**src/hdl/pse_params.svh**
```systemverilog
`ifndef PSE_PARAMS_SVH
`define PSE_PARAMS_SVH

`define PSE_AW         8
`define PSE_A_CTRL     8'h00
`define PSE_A_STATUS   8'h04
`define PSE_A_P_OUT    8'h08
`define PSE_A_T_OUT    8'h0C
`define PSE_A_P_DLT    8'h10
`define PSE_A_T_DLT    8'h14
`define PSE_A_P_MIN    8'h18
`define PSE_A_P_MAX    8'h1C
`define PSE_A_T_MM     8'h20
`define PSE_A_F_CFG    8'h24
`define PSE_A_F_DATA   8'h28
`define PSE_A_F_STAT   8'h2C
`define PSE_A_BAR      8'h30
`define PSE_A_PRESSURE_TARGET_VALUE    8'h34
`define PSE_A_TEMPERATURE_TARGET_VALUE    8'h38
`define PSE_A_PRESSURE_WINDOW_VALUE    8'h3C
`define PSE_A_TEMPERATURE_WINDOW_VALUE    8'h40
`define PSE_A_INT_EN   8'h44
`define PSE_A_INT_RT   8'h48
`define PSE_A_PIN_CFG  8'h4C
`define PSE_A_INT_SRC  8'h50
`define PSE_A_TRIM     8'h54
`define PSE_A_PERIOD   8'h58
`define PSE_A_SYSMOD   8'h5C

`define PSE_CTRL_SBY   0
`define PSE_CTRL_OST   1
`define PSE_CTRL_ALT   2
`define PSE_CTRL_RAW   3

`define PSE_PRESSURE_CHANGE_FLAG   0
`define PSE_TEMPERATURE_CHANGE_FLAG   1
`define PSE_PRESSURE_THRESHOLD_FLAG    2
`define PSE_TEMPERATURE_THRESHOLD_FLAG    3
`define PSE_PRESSURE_IN_WINDOW_FLAG     4
`define PSE_TEMPERATURE_IN_WINDOW_FLAG     5
`define PSE_SRC_FIFO   6
`define PSE_SRC_DRDY   7

`define PSE_BAR_RST    16'hC5E7
`define PSE_FIFO_DEPTH 32
`define PSE_SEC_S      1
`define PSE_REF_HZ     100000000
`define PSE_MAX_INT_S  16'h7E90
`define PSE_ALT_MUL    32'h0000_0565
`define PSE_ALT_SH     10

`endif

```
**src/hdl/pse_pkg.sv**
```systemverilog
package pse_pkg;
	typedef enum logic [1:0]
	{
		PSE_IDLE = 2'b00,
		PSE_CONV = 2'b01,
		PSE_WAIT = 2'b10
	} pse_state_t;

	typedef enum logic [1:0]
	{
		PSE_FIFO_OFF  = 2'b00,
		PSE_FIFO_WRAP = 2'b01,
		PSE_FIFO_STOP = 2'b10
	} pse_fifo_mode_t;
endpackage

```
**src/hdl/pse_event_logic.sv**
```systemverilog
`include "pse_params.svh"
module pse_event_logic #(
	parameter int unsigned CYC_PER_SEC = `PSE_SEC_S * `PSE_REF_HZ, // Cycles per second
	parameter int          P_TCOMP     = 1,                         // Pa per whole degree
	parameter logic [7:0]  P_TRIM_NVM  = 8'h00,                     // Factory pressure trim
	parameter logic [7:0]  T_TRIM_NVM  = 8'h00                      // Factory temp trim
) (
	input  wire logic                   ref_clk,          // System clock
	input  wire logic                   resetn,           // Sync reset, low
	input  wire logic                   psel,             // APB select
	input  wire logic                   penable,          // APB enable
	input  wire logic                   pwrite,           // APB direction
	input  wire logic [`PSE_AW-1:0]     paddr,            // APB byte address
	input  wire logic [31:0]            pwdata,           // APB write data
	output logic      [31:0]            prdata,           // APB read data
	output logic                        pready,           // APB ready
	output logic                        pslverr,          // APB error
	input  wire logic                   afe_clk,          // Front-end link clock
	input  wire logic                   afe_valid,        // Front-end result valid
	input  wire logic [19:0]            afe_press,        // Pressure, pascals
	input  wire logic [11:0]            afe_temp,         // Temperature, 1/16 degree
	output logic                        afe_enable,       // Analog path power
	output logic                        afe_start,        // Conversion request
	output logic                        event_pin_one_o,  // Pin one level
	output logic                        event_pin_one_oe, // Pin one drive enable
	output logic                        event_pin_two_o,  // Pin two level
	output logic                        event_pin_two_oe, // Pin two drive enable
	output pse_pkg::pse_state_t         acq_state         // Acquisition state
);
	import pse_pkg::*;

	localparam int DEPTH = `PSE_FIFO_DEPTH;

	logic [33:0]        s1_q;
	logic [33:0]        s2_q;
	logic               ck3_q;
	logic [3:0]         ctrl_q, ctrl_d;
	logic [1:0]         sts_q, sts_d;
	logic [19:0]        p_out_q, p_out_d, p_dlt_q, p_dlt_d;
	logic [19:0]        p_min_q, p_min_d, p_max_q, p_max_d;
	logic [11:0]        t_out_q, t_out_d, t_dlt_q, t_dlt_d;
	logic [11:0]        t_min_q, t_min_d, t_max_q, t_max_d;
	logic               have_q, have_d, mm_q, mm_d;
	logic [8:0]         f_cfg_q, f_cfg_d;
	logic [15:0]        bar_q, bar_d, pressure_target_value_q, pressure_target_value_d, pressure_window_value_q, pressure_window_value_d;
	logic [7:0]         temperature_target_value_q, temperature_target_value_d, temperature_window_value_q, temperature_window_value_d;
	logic [7:0]         int_en_q, int_en_d, int_rt_q, int_rt_d, src_q, src_d;
	logic [3:0]         pin_cfg_q, pin_cfg_d;
	logic [7:0]         trim_p_q, trim_p_d, trim_t_q, trim_t_d;
	logic [15:0]        period_q, period_d, sec_q, sec_d;
	logic [4:0]         f_wr_q, f_wr_d, f_rd_q, f_rd_d;
	logic [5:0]         f_cnt_q, f_cnt_d;
	logic               f_ovf_q, f_ovf_d;
	pse_state_t         st_q, st_d;
	logic [31:0]        cyc_q, cyc_d;
	logic               start_q, start_d, en_q, en_d;
	logic               p1o_q, p1o_d, p1e_q, p1e_d, p2o_q, p2o_d, p2e_q, p2e_d;
	logic               rdy_q, rdy_d, err_q, err_d;
	logic [31:0]        rdat_q, rdat_d;
	logic [31:0]        fifo_mem [DEPTH];

	logic               alt, raw, cap, acc, wr, rd, push, pop, wmk;
	logic [19:0]        p_c, alt_s;
	logic signed [11:0] t_c;
	logic signed [23:0] p_sum;
	logic signed [20:0] pd;
	logic signed [31:0] alt_prod;
	logic signed [21:0] vn, vp, dv, pt_l, pw_l, tn, tp, dt, tt_l, tw_l, tc_l;
	logic [7:0]         set, clr;
	logic               lvl1, lvl2, act1, act2;
	logic [15:0]        per;
	pse_fifo_mode_t     f_mode;

	function automatic logic reach(input logic signed [21:0] a, b, l);
		return (a < l && b >= l) || (a > l && b <= l);
	endfunction

	function automatic logic inwin(input logic signed [21:0] v, t, w);
		return (w != 22'h000000) && (v >= t - w) && (v <= t + w);
	endfunction

	function automatic logic signed [21:0] absv(input logic signed [21:0] x);
		return (x < 22'sh000000) ? -x : x;
	endfunction

	function automatic logic signed [21:0] ext_p(input logic [19:0] x, input logic a);
		return a ? 22'($signed(x)) : 22'({2'b00, x});
	endfunction

	// Link clock is just sampled; edges found after two flops
	always_ff @(posedge ref_clk)
	begin
		s1_q  <= {afe_clk, afe_valid, afe_press, afe_temp};
		s2_q  <= s1_q;
		ck3_q <= s2_q[33];
	end

	assign alt    = ctrl_q[`PSE_CTRL_ALT];
	assign raw    = ctrl_q[`PSE_CTRL_RAW];
	assign f_mode = pse_fifo_mode_t'(f_cfg_q[7:6]);
	assign cap    = (st_q == PSE_CONV) && s2_q[33] && !ck3_q && s2_q[32];
	assign acc    = psel && penable && !rdy_q;
	assign wr     = psel && penable && rdy_q && pwrite;
	assign rd     = psel && penable && rdy_q && !pwrite;

	// Sample conditioning
	always_comb
	begin
		t_c      = raw ? $signed(s2_q[11:0])
		               : $signed(s2_q[11:0]) + 12'($signed(trim_t_q));
		p_sum    = 24'({4'h0, s2_q[31:12]}) + 24'($signed(trim_p_q))
		         + 24'(32'(t_c >>> 4) * P_TCOMP);
		p_c      = raw ? s2_q[31:12] : p_sum[19:0];
		pd       = $signed({4'h0, bar_q, 1'b0}) - $signed({1'b0, p_c});
		// Linear standard-atmosphere slope near sea level, Q16.4 result
		alt_prod = 32'(pd) * $signed(`PSE_ALT_MUL);
		alt_s    = 20'(alt_prod >>> `PSE_ALT_SH);
		vn       = (alt && !raw) ? 22'($signed(alt_s)) : 22'({2'b00, p_c});
		vp       = ext_p(p_out_q, alt);
		dv       = vn - vp;
		tn       = 22'(t_c);
		tp       = 22'($signed(t_out_q));
		dt       = tn - tp;
		pt_l     = alt ? 22'($signed({pressure_target_value_q, 4'h0})) : 22'({5'h00, pressure_target_value_q, 1'b0});
		pw_l     = alt ? 22'({2'b00, pressure_window_value_q, 4'h0}) : 22'({5'h00, pressure_window_value_q, 1'b0});
		tt_l     = 22'($signed({temperature_target_value_q, 4'h0}));
		tw_l     = 22'({10'h000, temperature_window_value_q, 4'h0});
		tc_l     = 22'({2'b00, pressure_window_value_q, 4'h0});
	end

	// Registers, sequencer, FIFO, flags and pins
	always_comb
	begin
		ctrl_d    = ctrl_q;
		sts_d     = sts_q;
		p_out_d   = p_out_q;
		p_dlt_d   = p_dlt_q;
		p_min_d   = p_min_q;
		p_max_d   = p_max_q;
		t_out_d   = t_out_q;
		t_dlt_d   = t_dlt_q;
		t_min_d   = t_min_q;
		t_max_d   = t_max_q;
		have_d    = have_q;
		mm_d      = mm_q;
		f_cfg_d   = f_cfg_q;
		bar_d     = bar_q;
		pressure_target_value_d   = pressure_target_value_q;
		pressure_window_value_d   = pressure_window_value_q;
		temperature_target_value_d   = temperature_target_value_q;
		temperature_window_value_d   = temperature_window_value_q;
		int_en_d  = int_en_q;
		int_rt_d  = int_rt_q;
		pin_cfg_d = pin_cfg_q;
		trim_p_d  = trim_p_q;
		trim_t_d  = trim_t_q;
		period_d  = period_q;
		f_wr_d    = f_wr_q;
		f_rd_d    = f_rd_q;
		f_cnt_d   = f_cnt_q;
		f_ovf_d   = f_ovf_q;
		st_d      = st_q;
		cyc_d     = cyc_q;
		sec_d     = sec_q;
		set       = 8'h00;
		clr       = 8'h00;
		rdy_d     = acc;
		err_d     = 1'b0;
		rdat_d    = 32'h0000_0000;
		push      = 1'b0;
		pop       = 1'b0;
		wmk       = 1'b0;
		per       = (period_q == 16'h0000) ? 16'h0001
		          : (period_q > `PSE_MAX_INT_S) ? `PSE_MAX_INT_S : period_q;

		if (acc)
		begin
			unique case (paddr)
				`PSE_A_CTRL:    rdat_d = {28'h0, ctrl_q};
				`PSE_A_STATUS:  rdat_d = {30'h0, sts_q};
				`PSE_A_P_OUT:   rdat_d = {12'h000, p_out_q};
				`PSE_A_T_OUT:   rdat_d = {16'h0000, t_out_q, 4'h0};
				`PSE_A_P_DLT:   rdat_d = {12'h000, p_dlt_q};
				`PSE_A_T_DLT:   rdat_d = {16'h0000, t_dlt_q, 4'h0};
				`PSE_A_P_MIN:   rdat_d = {12'h000, p_min_q};
				`PSE_A_P_MAX:   rdat_d = {12'h000, p_max_q};
				`PSE_A_T_MM:    rdat_d = {t_max_q, 4'h0, t_min_q, 4'h0};
				`PSE_A_F_CFG:   rdat_d = {23'h0, f_cfg_q};
				`PSE_A_F_DATA:  rdat_d = (f_cnt_q != 6'h00) ? fifo_mem[f_rd_q] : 32'h0000_0000;
				`PSE_A_F_STAT:  rdat_d = {24'h0, f_ovf_q, f_cnt_q >= f_cfg_q[5:0]
				                          && f_cfg_q[5:0] != 6'h00, f_cnt_q};
				`PSE_A_BAR:     rdat_d = {16'h0000, bar_q};
				`PSE_A_PRESSURE_TARGET_VALUE:   rdat_d = {16'h0000, pressure_target_value_q};
				`PSE_A_TEMPERATURE_TARGET_VALUE:   rdat_d = {24'h0, temperature_target_value_q};
				`PSE_A_PRESSURE_WINDOW_VALUE:   rdat_d = {16'h0000, pressure_window_value_q};
				`PSE_A_TEMPERATURE_WINDOW_VALUE:   rdat_d = {24'h0, temperature_window_value_q};
				`PSE_A_INT_EN:  rdat_d = {24'h0, int_en_q};
				`PSE_A_INT_RT:  rdat_d = {24'h0, int_rt_q};
				`PSE_A_PIN_CFG: rdat_d = {28'h0, pin_cfg_q};
				`PSE_A_INT_SRC: rdat_d = {24'h0, src_q};
				`PSE_A_TRIM:    rdat_d = {16'h0000, trim_t_q, trim_p_q};
				`PSE_A_PERIOD:  rdat_d = {16'h0000, period_q};
				`PSE_A_SYSMOD:  rdat_d = {30'h0, st_q};
				default:        err_d  = 1'b1;
			endcase
		end

		if (wr)
		begin
			unique case (paddr)
				`PSE_A_CTRL:    ctrl_d    = pwdata[3:0];
				`PSE_A_P_MIN:   mm_d      = 1'b0;
				`PSE_A_F_CFG:   f_cfg_d   = pwdata[8:0];
				`PSE_A_BAR:     bar_d     = pwdata[15:0];
				`PSE_A_PRESSURE_TARGET_VALUE:   pressure_target_value_d   = pwdata[15:0];
				`PSE_A_TEMPERATURE_TARGET_VALUE:   temperature_target_value_d   = pwdata[7:0];
				`PSE_A_PRESSURE_WINDOW_VALUE:   pressure_window_value_d   = pwdata[15:0];
				`PSE_A_TEMPERATURE_WINDOW_VALUE:   temperature_window_value_d   = pwdata[7:0];
				`PSE_A_INT_EN:  int_en_d  = pwdata[7:0];
				`PSE_A_INT_RT:  int_rt_d  = pwdata[7:0];
				`PSE_A_PIN_CFG: pin_cfg_d = pwdata[3:0];
				`PSE_A_INT_SRC: clr       = pwdata[7:0];
				`PSE_A_TRIM:
				begin
					trim_p_d = pwdata[7:0];
					trim_t_d = pwdata[15:8];
				end
				`PSE_A_PERIOD:  period_d  = pwdata[15:0];
				default:        ;
			endcase
		end

		if (rd && paddr == `PSE_A_STATUS)
			sts_d = 2'b00;
		if (rd && paddr == `PSE_A_F_STAT)
			f_ovf_d = 1'b0;
		if (rd && paddr == `PSE_A_F_DATA && f_cnt_q != 6'h00)
			pop = 1'b1;

		// Acquisition sequencer
		unique case (st_q)
			PSE_IDLE:
				if (ctrl_q[`PSE_CTRL_SBY] || ctrl_q[`PSE_CTRL_OST])
					st_d = PSE_CONV;
			PSE_CONV:
				if (cap)
				begin
					if (ctrl_q[`PSE_CTRL_SBY])
					begin
						st_d  = PSE_WAIT;
						cyc_d = 32'h0000_0000;
						sec_d = per;
					end
					else
					begin
						st_d                  = PSE_IDLE;
						ctrl_d[`PSE_CTRL_OST] = 1'b0;
					end
				end
			PSE_WAIT:
				if (!ctrl_q[`PSE_CTRL_SBY])
					st_d = PSE_IDLE;
				else if (cyc_q >= 32'(CYC_PER_SEC - 1))
				begin
					cyc_d = 32'h0000_0000;
					sec_d = sec_q - 16'h0001;
					if (sec_q <= 16'h0001)
						st_d = PSE_CONV;
				end
				else
					cyc_d = cyc_q + 32'h0000_0001;
			default:
				st_d = PSE_IDLE;
		endcase

		if (cap)
		begin
			sts_d   = {sts_q[0], 1'b1};
			set[`PSE_SRC_DRDY] = 1'b1;
			p_out_d = vn[19:0];
			t_out_d = t_c;
			have_d  = 1'b1;
			if (!raw)
			begin
				p_dlt_d = have_q ? dv[19:0] : 20'h00000;
				t_dlt_d = have_q ? dt[11:0] : 12'h000;
				if (!mm_q || vn < ext_p(p_min_q, alt))
					p_min_d = vn[19:0];
				if (!mm_q || vn > ext_p(p_max_q, alt))
					p_max_d = vn[19:0];
				if (!mm_q || tn < 22'($signed(t_min_q)))
					t_min_d = t_c;
				if (!mm_q || tn > 22'($signed(t_max_q)))
					t_max_d = t_c;
				mm_d = 1'b1;
				set[`PSE_PRESSURE_CHANGE_FLAG] = have_q && absv(dv) > pw_l;
				set[`PSE_TEMPERATURE_CHANGE_FLAG] = have_q && absv(dt) > tc_l;
				set[`PSE_PRESSURE_THRESHOLD_FLAG]  = have_q && (reach(vp, vn, pt_l) || (pw_l != 22'h000000 &&
				                     (reach(vp, vn, pt_l - pw_l) ||
				                      reach(vp, vn, pt_l + pw_l))));
				set[`PSE_TEMPERATURE_THRESHOLD_FLAG]  = have_q && (reach(tp, tn, tt_l) || (tw_l != 22'h000000 &&
				                     (reach(tp, tn, tt_l - tw_l) ||
				                      reach(tp, tn, tt_l + tw_l))));
				set[`PSE_PRESSURE_IN_WINDOW_FLAG]   = inwin(vn, pt_l, pw_l);
				set[`PSE_TEMPERATURE_IN_WINDOW_FLAG]   = inwin(tn, tt_l, tw_l);
				push = (f_mode != PSE_FIFO_OFF);
			end
		end

		// FIFO pointers; stop mode drops the newest when full
		if (push && f_cnt_q == 6'(DEPTH) && !pop)
		begin
			f_ovf_d = 1'b1;
			set[`PSE_SRC_FIFO] = 1'b1;
			if (f_mode == PSE_FIFO_WRAP)
			begin
				f_wr_d = f_wr_q + 5'h01;
				f_rd_d = f_rd_q + 5'h01;
			end
		end
		else
		begin
			if (push)
				f_wr_d = f_wr_q + 5'h01;
			if (pop)
				f_rd_d = f_rd_q + 5'h01;
			f_cnt_d = f_cnt_q + 6'(push) - 6'(pop);
			wmk = f_cfg_q[5:0] != 6'h00 && f_cnt_d >= f_cfg_q[5:0]
			      && f_cnt_q < f_cfg_q[5:0];
			if (wmk || (push && f_cfg_q[8] && |src_q[`PSE_TEMPERATURE_IN_WINDOW_FLAG:`PSE_PRESSURE_THRESHOLD_FLAG]))
				set[`PSE_SRC_FIFO] = 1'b1;
		end

		// Set wins over a clear in the same cycle
		src_d = (src_q & ~clr) | set;

		lvl1 = |(src_q & int_en_q & int_rt_q);
		lvl2 = |(src_q & int_en_q & ~int_rt_q);
		act1 = pin_cfg_q[0] ? lvl1 : !lvl1;
		act2 = pin_cfg_q[2] ? lvl2 : !lvl2;
		// Open drain can only pull low, so it drives when the level is low
		p1o_d = pin_cfg_q[1] ? 1'b0 : act1;
		p1e_d = pin_cfg_q[1] ? !act1 : 1'b1;
		p2o_d = pin_cfg_q[3] ? 1'b0 : act2;
		p2e_d = pin_cfg_q[3] ? !act2 : 1'b1;
		start_d = (st_d == PSE_CONV);
		en_d    = ctrl_d[`PSE_CTRL_SBY] || (st_d != PSE_IDLE);
	end

	always_ff @(posedge ref_clk)
	begin
		if (push && !(f_cnt_q == 6'(DEPTH) && !pop && f_mode == PSE_FIFO_STOP))
			fifo_mem[f_wr_q] <= {t_c, vn[19:0]};
	end

	always_ff @(posedge ref_clk)
	begin
		if (!resetn)
		begin
			ctrl_q    <= 4'h0;
			sts_q     <= 2'h0;
			p_out_q   <= 20'h00000;
			p_dlt_q   <= 20'h00000;
			p_min_q   <= 20'h00000;
			p_max_q   <= 20'h00000;
			t_out_q   <= 12'h000;
			t_dlt_q   <= 12'h000;
			t_min_q   <= 12'h000;
			t_max_q   <= 12'h000;
			have_q    <= 1'b0;
			mm_q      <= 1'b0;
			f_cfg_q   <= 9'h000;
			bar_q     <= `PSE_BAR_RST;
			pressure_target_value_q   <= 16'h0000;
			pressure_window_value_q   <= 16'h0000;
			temperature_target_value_q   <= 8'h00;
			temperature_window_value_q   <= 8'h00;
			int_en_q  <= 8'h00;
			int_rt_q  <= 8'h00;
			pin_cfg_q <= 4'h0;
			src_q     <= 8'h00;
			trim_p_q  <= P_TRIM_NVM;
			trim_t_q  <= T_TRIM_NVM;
			period_q  <= 16'h0001;
			f_wr_q    <= 5'h00;
			f_rd_q    <= 5'h00;
			f_cnt_q   <= 6'h00;
			f_ovf_q   <= 1'b0;
			st_q      <= PSE_IDLE;
			cyc_q     <= 32'h0000_0000;
			sec_q     <= 16'h0000;
			start_q   <= 1'b0;
			en_q      <= 1'b0;
			p1o_q     <= 1'b1;
			p1e_q     <= 1'b1;
			p2o_q     <= 1'b1;
			p2e_q     <= 1'b1;
			rdy_q     <= 1'b0;
			err_q     <= 1'b0;
			rdat_q    <= 32'h0000_0000;
		end
		else
		begin
			ctrl_q    <= ctrl_d;
			sts_q     <= sts_d;
			p_out_q   <= p_out_d;
			p_dlt_q   <= p_dlt_d;
			p_min_q   <= p_min_d;
			p_max_q   <= p_max_d;
			t_out_q   <= t_out_d;
			t_dlt_q   <= t_dlt_d;
			t_min_q   <= t_min_d;
			t_max_q   <= t_max_d;
			have_q    <= have_d;
			mm_q      <= mm_d;
			f_cfg_q   <= f_cfg_d;
			bar_q     <= bar_d;
			pressure_target_value_q   <= pressure_target_value_d;
			pressure_window_value_q   <= pressure_window_value_d;
			temperature_target_value_q   <= temperature_target_value_d;
			temperature_window_value_q   <= temperature_window_value_d;
			int_en_q  <= int_en_d;
			int_rt_q  <= int_rt_d;
			pin_cfg_q <= pin_cfg_d;
			src_q     <= src_d;
			trim_p_q  <= trim_p_d;
			trim_t_q  <= trim_t_d;
			period_q  <= period_d;
			f_wr_q    <= f_wr_d;
			f_rd_q    <= f_rd_d;
			f_cnt_q   <= f_cnt_d;
			f_ovf_q   <= f_ovf_d;
			st_q      <= st_d;
			cyc_q     <= cyc_d;
			sec_q     <= sec_d;
			start_q   <= start_d;
			en_q      <= en_d;
			p1o_q     <= p1o_d;
			p1e_q     <= p1e_d;
			p2o_q     <= p2o_d;
			p2e_q     <= p2e_d;
			rdy_q     <= rdy_d;
			err_q     <= err_d;
			rdat_q    <= rdat_d;
		end
	end

	assign prdata           = rdat_q;
	assign pready           = rdy_q;
	assign pslverr          = err_q;
	assign afe_enable       = en_q;
	assign afe_start        = start_q;
	assign event_pin_one_o  = p1o_q;
	assign event_pin_one_oe = p1e_q;
	assign event_pin_two_o  = p2o_q;
	assign event_pin_two_oe = p2e_q;
	assign acq_state        = st_q;
endmodule

```
**config.mk**
```make
export PLATFORM = sky130hd
export DESIGN_NAME = pse_event_logic
export DESIGN_NICKNAME = d
export VERILOG_FILES = /design/src/hdl/pse_pkg.sv /design/src/hdl/pse_event_logic.sv
export VERILOG_INCLUDE_DIRS = /design/src /design/src/hdl
export SDC_FILE = /design/constraint.sdc
export NUM_CORES = 2
export LEC_CHECK = 0
export BUFFER_PORTS_ARGS = -buffer_cell sky130_fd_sc_hd__buf_2
export CAP_MARGIN = 25
export CORE_MARGIN = 2
export CORE_UTILIZATION = 50
export CTS_CLUSTER_SIZE = 24
export DETAILED_ROUTE_END_ITERATION = 10
export GPL_ROUTABILITY_DRIVEN = 0
export PLACE_DENSITY = 0.66
export RECOVER_POWER = 50
export SETUP_SLACK_MARGIN = 0.4
export SYNTH_ARGS = -nofsm -noshare
export SYNTH_HDL_FRONTEND = slang
export SYNTH_SLANG_ARGS = --single-unit
```
**constraint.sdc**
```tcl
create_clock -name ref_clk -period 23.1 [get_ports ref_clk]
set_input_delay 2.31 -clock ref_clk [delete_from_list [all_inputs] [get_ports ref_clk]]
set_output_delay 2.31 -clock ref_clk [all_outputs]
set_load 0.03 [all_outputs]
```
Yosys cells after proc, flatten, opt, wreduce, memory -nomap -nowiden:

Memory sizes are Yosys's and may differ from the RTL's. A register that Yosys moved wholly into a read port is not among the register bits.
Cells that the tools add are included.
W data, S select, Z words.

* bitwise operators: 8
* multipliers: 1
* mux-type cells: 71
* order comparisons: 38
* equality and inequality tests: 34
* reductions and logical operators: 115
* add/subtract/negate cells: 18

Operator list (number)
* $pmux W32 S24: 1
* $mux W32: 5
* $mux W22: 7
* $mux W16: 6
* $gt A22 B22 Y1: 4
* $lt A22 B22 Y1: 4
* $ge A22 B22 Y1: 3
* $le A22 B22 Y1: 3
* $eq A8 B6 Y1 const B: 8
* $eq A8 B7 Y1 const B: 8
* $pmux W32 S2: 1
* $mux W20: 3
* $logic_and A1 B1 Y1: 45
* $gt A22 B21 Y1: 2
* $reduce_bool A22 Y1: 2
* $add A20 B8 Y20: 2
* $mux W5: 8
* $reduce_and A2 Y1: 18
* $add A32 B1 Y32 const B: 1
* $and A8 B8 Y8: 4
* $eq A8 B5 Y1 const B: 4
* $ge A32 B27 Y1 const B: 1
* $pmux W16 S2: 1
* $mul A21 B12 Y30 const B: 1
* 57 further kinds: 143

* bits of input ports: 79
* memory bits (writable): 1024
* memories kept: 1
* word-level logic and storage cells: 331
* register bits: 445
* output and inout bits: 42

Memory list
* fifo_mem: words 32, bits a word 32, read ports 1, clocked after memory_dff 1, write ports 1, line pse_event_logic.sv:60 `logic [31:0] fifo_mem [DEPTH];`

Longest topological paths before layout:

* word-level depth: 17
* gate-level depth with buffers: 71
* gate-level depth less buffers: 70

Worst setup path after synthesis:

OpenSTA, ideal clock, no wires.

* kind: reg-to-reg
* from: reg s2_q[0]
* to: reg src_q[0]
* slack: 6.425 ns
* data required time: 22.978 ns
* buffers on the path: 1
* cell stages (with the launch flop): 66
* arrival time: 16.553 ns
* setup time: 0.122 ns
* period minus slack after synthesis: 16.675 ns
* cell sequence: dfxtp_1 ha_1 fa_1 a21o_1 a21oi_1 o21bai_1 a21oi_1 o21bai_1 a21oi_1 o21bai_1 a21oi_1 xor2_1 o21ai_0 fa_1 ha_1 or3_1 a311oi_1 o21bai_1 (+30 left out) nand2_1 o31a_1 clkbuf_1 a21oi_1 xnor2_1 ha_1 a21o_1 a21o_1 a21oi_1 nor2b_1 o21ai_0 nand2_1 a21oi_1 nor2b_1 o21ai_0 nand2_1 a21oi_1 o21ai_0

* longest elaborated chain between the ends: 15
* elaborated cells on any way between the ends: 16
* classes of those cells: add/sub: 5; mul: 1; order compare: 2; mux: 6; bitwise: 1; reduce/logical: 1

RTL lines
* start, declared: line pse_event_logic.sv:35 `logic [33:0] s2_q;`
* start signal, assigned: line pse_event_logic.sv:94 `s2_q <= s1_q;`
* $add A12 B8 Y12 *: line pse_event_logic.sv:110 `: $signed(s2_q[11:0]) + 12'($signed(trim_t_q));`
* $mux W12 *: line pse_event_logic.sv:109 `t_c = raw ? $signed(s2_q[11:0])`
* via t_c[10]: line pse_event_logic.sv:64 `logic signed [11:0] t_c;`
* $add A20 B8 Y20 *: line pse_event_logic.sv:112 `+ 24'(32'(t_c >>> 4) * P_TCOMP);`
* $mux W20 *: line pse_event_logic.sv:113 `p_c = raw ? s2_q[31:12] : p_sum[19:0];`
* $sub A17 B20 Y21: line pse_event_logic.sv:114 `pd = $signed({4'h0, bar_q, 1'b0}) - $signed({1'b0, p_c});`
* $mul A21 B12 Y30: line pse_event_logic.sv:116 `` alt_prod = 32'(pd) * $signed(`PSE_ALT_MUL); ``
* $mux W22 *: line pse_event_logic.sv:118 `vn = (alt && !raw) ? 22'($signed(alt_s)) : 22'({2'b00, p_c});`
* via vn[18]: line pse_event_logic.sv:68 `logic signed [21:0] vn, vp, dv, pt_l, pw_l, tn, tp, dt, tt_l, tw_l, tc_l;`
* $sub A22 B22 Y22 *: line pse_event_logic.sv:120 `dv = vn - vp;`
* $neg A22 Y22 / $lt A22 B1 Y1 (equally long branches): line pse_event_logic.sv:83 `return (x < 22'sh000000) ? -x : x;`
* $mux W22 *: line pse_event_logic.sv:83
* $gt A22 B21 Y1 *: line pse_event_logic.sv:296 `` set[`PSE_PRESSURE_CHANGE_FLAG] = have_q && absv(dv) > pw_l; ``
* $logic_and A1 B1 Y1 *: line pse_event_logic.sv:296
* $mux W6 *: line pse_event_logic.sv:283 `if (!raw)`
* $mux W6 *: line pse_event_logic.sv:276 `if (cap)`
* $or A8 B8 Y8 *: line pse_event_logic.sv:335 `src_d = (src_q & ~clr) | set;`
* end signal, assigned: line pse_event_logic.sv:425 `src_q <= src_d;`
* end, declared: line pse_event_logic.sv:47 `logic [7:0] int_en_q, int_en_d, int_rt_q, int_rt_d, src_q, src_d;`

The timed path passes the listed nets; every way through them passes the cells marked *.
A chain may end at the register's enable or synchronous reset.

Worst setup path after layout:

* from: reg trim_t_q[1]
* to: reg src_q[0]

* longest elaborated chain between the ends: 15
* elaborated cells on any way between the ends: 16
* classes of those cells: add/sub: 5; mul: 1; order compare: 2; mux: 6; bitwise: 1; reduce/logical: 1

RTL lines
* start, declared: line pse_event_logic.sv:49 `logic [7:0] trim_p_q, trim_p_d, trim_t_q, trim_t_d;`
* start signal, assigned: line pse_event_logic.sv:427 `trim_t_q <= trim_t_d;`
* $add A12 B8 Y12 *: line pse_event_logic.sv:110
* $mux W12 *: line pse_event_logic.sv:109
* via t_c[11]: line pse_event_logic.sv:64
* $add A20 B8 Y20 *: line pse_event_logic.sv:112
* $mux W20 *: line pse_event_logic.sv:113
* $sub A17 B20 Y21: line pse_event_logic.sv:114
* $mul A21 B12 Y30: line pse_event_logic.sv:116
* $mux W22 *: line pse_event_logic.sv:118
* via vn[12]: line pse_event_logic.sv:68
* $sub A22 B22 Y22 *: line pse_event_logic.sv:120
* $neg A22 Y22 / $lt A22 B1 Y1 (equally long branches): line pse_event_logic.sv:83
* $mux W22 *: line pse_event_logic.sv:83
* $gt A22 B21 Y1 *: line pse_event_logic.sv:296
* $logic_and A1 B1 Y1 *: line pse_event_logic.sv:296
* $mux W6 *: line pse_event_logic.sv:283
* $mux W6 *: line pse_event_logic.sv:276
* $or A8 B8 Y8 *: line pse_event_logic.sv:335

Marked as above.

==> flow_summary.json <==
{
  "synthArstFlopShare_pct": 0,
  "tightestPinTransition_ns": 4.22,
  "status": "complete, but fails checks",
  "swShare_pct": 40.1,
  "core_mm2": 0.149,
  "grt_usage_pct": 29.1,
  "final_util_pct": 56.0,
  "synth_top_cell_by_area": "edfxtp_1",
  "violations": "max-capacitance violations, max-slew violations",
  "power_frac_seq_pct": 26.1,
  "slowest_stage": "clkbuf_1",
  "p_total_mw": 11.2,
  "crit_arrival_ns": 18.65,
  "p_comb_share_pct": 51.7,
  "drv_slew": 1282,
  "max_cap_viol_count": 38,
  "max_stage_delay_ns": 2.16,
  "clock_sinks": 1474,
  "finalSetupViolCount": 0,
  "critPathMaxFanout": 57,
  "path_class": "reg2reg",
  "avgViaCountPerCell": 6.20,
  "worst_setup_path_end_kind": "register",
  "period_minus_slack_ns": 18.00,
  "clockBufferDepth": 3,
  "setup_tns_ns": 0,
  "io_pins": 121,
  "power.internal_mw": 6.68,
  "fin_skew_ns": 0.0598,
  "irDropWorstVdd_uv": 604,
  "rsz0062_at_grt": "no",
  "grt_pass1_vias": 49600,
  "cts-root-buf": "clkbuf_16",
  "ys_ff_latch": 1474,
  "die_h_um": 391,
  "detail-route-antenna-nets": 0,
  "num_rows": 142,
  "die_area_mm2": 0.153,
  "nets": 6833,
  "port_buffers": 104,
  "drc": 0,
  "power_frac_clock_pct": 22.2,
  "yosys_warnings": 0,
  "hold_violations": 0,
  "slew_headroom_pct": -181,
  "worst_slack_ns": 5.10,
  "holdWs_ns": 0.326,
  "area_growth_pct": 11.6,
  "firstDrtPassIters": 7,
  "place_inst": 7952,
  "drive_gt1_share_pct": 13.3,
  "leakage_nw": 29.5,
  "synth.area.top_cells": "edfxtp_1 41%, dfxtp_1 12%, mux4_2 9.6%, ha_1 9.1%, fa_1 2.8%",
  "ys_types": 92,
  "grt-ovfl-total": 0,
  "hpwl_um": 150000,
  "cts_setup_buffers": 0,
  "via_count": 51200,
  "antenna_found_initial": 15,
  "grt_first_pass_wirelength_um": 325000,
  "clkTransAtPathRegs_ns": 0.06,
  "ys.flop_type": "edfxtp_1",
  "syn_avg_cell_area_um2": 12.7,
  "stdcell_count": 8252,
  "initial_core_util_pct": 50.2,
  "synth_edf_count": 1024,
  "worst_ep_required_time_ns": 23.75,
  "seq_area_frac_synth_pct": 53.0,
  "cp-start-kind": "register",
  "crit_path_frequent_cell": "ha_1",
  "pre_cts_ws_ns": 6.59,
  "cts_made_buffers": 153,
  "cts_resized": 0,
  "insertion_delay_ns": 0.82,
  "wire_per_inst_um": 27.1,
  "hold_class": "reg2reg",
  "fp.dieW_um": 391,
  "syn_area_mm2": 0.0750,
  "synth_top_area_share_pct": 41.0,
  "hold_buffers": 0,
  "postRouteWirelength_um": 224000,
  "postLayoutCellArea_mm2": 0.0837,
  "period_share_pct": 77.9,
  "p_switching_mw": 4.47,
  "pwr_density_cell_mw_per_mm2": 133,
  "h-tree-depth": 4,
  "cts_tree": "built",
  "drt_iter0_markers": 5646,
  "fmaxAchievable_ghz": 0.0556,
  "grt_max_degree": 113,
  "placed_area_mm2": 0.0789,
  "syn_inst": 5929
}
state kept, by name (all words and copies together), names as in the netlist, 9 cells and up, named ones only:
name and count:
period_q 16, sec_q 16, pressure_target_value_q 16, cyc_q 32, p_min_q 20, s1_q 34
p_max_q 20, bar_q 16, f_cfg_q 9, prdata 32, t_dlt_q 12, t_min_q 12
t_max_q 12, fifo_mem 1024, t_out_q 12, p_out_q 20, s2_q 34, p_dlt_q 20
pressure_window_value_q 16
worst max-delay path, delay by kind of cell, from the launching register on:
family	cells	cell delay, ns
adder cells (fa/ha/maj)	11	4.64
buffers and inverters	5	2.64
multiplexers	1	0.12
AND/OR/NAND/NOR	17	2.57
XOR/XNOR	6	1.28
flip-flops	1	0.57
AO/OA/AOI/OAI	26	5.93
synthesized netlist by cell type, drive strengths merged (12+ instances only):
library cell / instances
xnor2: 120
mux2i: 117
nor2b: 58
a211oi: 81
o21a: 83
a22o: 16
nor3: 75
or3: 14
or2: 14
nand3: 116
a31oi: 39
nand3b: 14
xor2: 82
inv: 417
and3: 31
o21bai: 24
clkbuf: 189
and2: 12
edfxtp: 1024
buf: 43
nand4: 80
a221oi: 19
o211ai: 14
ha: 547
a21o: 81
a222oi: 12
nor2: 498
nor4: 26
fa: 104
o21ai: 140
a22oi: 84
a21oi: 353
mux4: 320
nand2: 421
nand2b: 45
a2111oi: 13
a21boi: 13
o31ai: 16
dfxtp: 450
logic make-up after synthesis:
| group | synth area share, % |
|---|---|
| xor+xnor | 2.42 |
| simple gates | 8.82 |
| fa+ha+maj | 11.9 |
| buf+inv | 3.26 |
| flops | 53.0 |
| mux | 11.3 |
| compound gates | 9.29 |
| other cells | 0.00500 |
cell type report:
cell class | count | area [um2]
antenna | 7 | 17.5
clock buffer | 207 | 4240
clock inverter | 74 | 860
fill | 12100 | 65700
inverter | 417 | 1570
multi-input combinational | 3812 | 33300
sequential | 1474 | 39800
tap | 2016 | 2520
timing repair buffer | 245 | 1460
power groups by stage:
stage	Combinational, mW	Sequential [mW]	Clock (mW)
global placement	5.66	2.96	0
global route	6.62	2.91	2.61
CTS	5.80	2.91	2.50
floorplan	4.34	2.97	0
finish	5.77	2.91	2.48
detailed placement	5.77	2.97	0
path summary, 6_finish.rpt:
| path | start | endpoint | slack, ns | depth (start not counted) |
|---|---|---|---|---|
| min | s1_q[30]$_DFF_P_ | s2_q[30]$_DFF_P_ | 0.33 | 0 |
| max | trim_t_q[1]$_SDFFE_PN0P_ | src_q[0]$_SDFF_PN0_ | 5.10 | 66 |
| min reg2reg | s1_q[30]$_DFF_P_ | s2_q[30]$_DFF_P_ | 0.33 | 0 |
| max reg2reg | trim_t_q[1]$_SDFFE_PN0P_ | src_q[0]$_SDFF_PN0_ | 5.10 | 66 |
cell usage in the layout (no fill, tap or decap), drive strengths merged, types with 19 or more instances in the layout:
master / n
a211oi: 81
a21o: 81
a21oi: 353
a221oi: 19
a22oi: 84
a31oi: 39
and3: 31
buf: 170
clkbuf: 282
clkinv: 53
dfxtp: 450
edfxtp: 1024
fa: 104
ha: 547
inv: 423
mux2i: 117
mux4: 320
nand2: 421
nand2b: 45
nand3: 116
nand4: 80
nor2: 498
nor2b: 58
nor3: 75
nor4: 26
o21a: 83
o21ai: 140
o21bai: 24
xnor2: 120
xor2: 82
layer usage:
layer / wire, um / up-vias / global-route usage (%) / share of wire [%]
met2: 99700 / 2542 / 45.0 / 45
met3: 23200 / 595 / 6.66 / 10
met5: 122 / - / 0 / 0.055
met4: 11700 / 10 / 13.1 / 5.2
met1: 88800 / 25600 / 39.3 / 40
li1: - / 22500 / - / -
No activity file was read; power rests on OpenSTA's default activity.
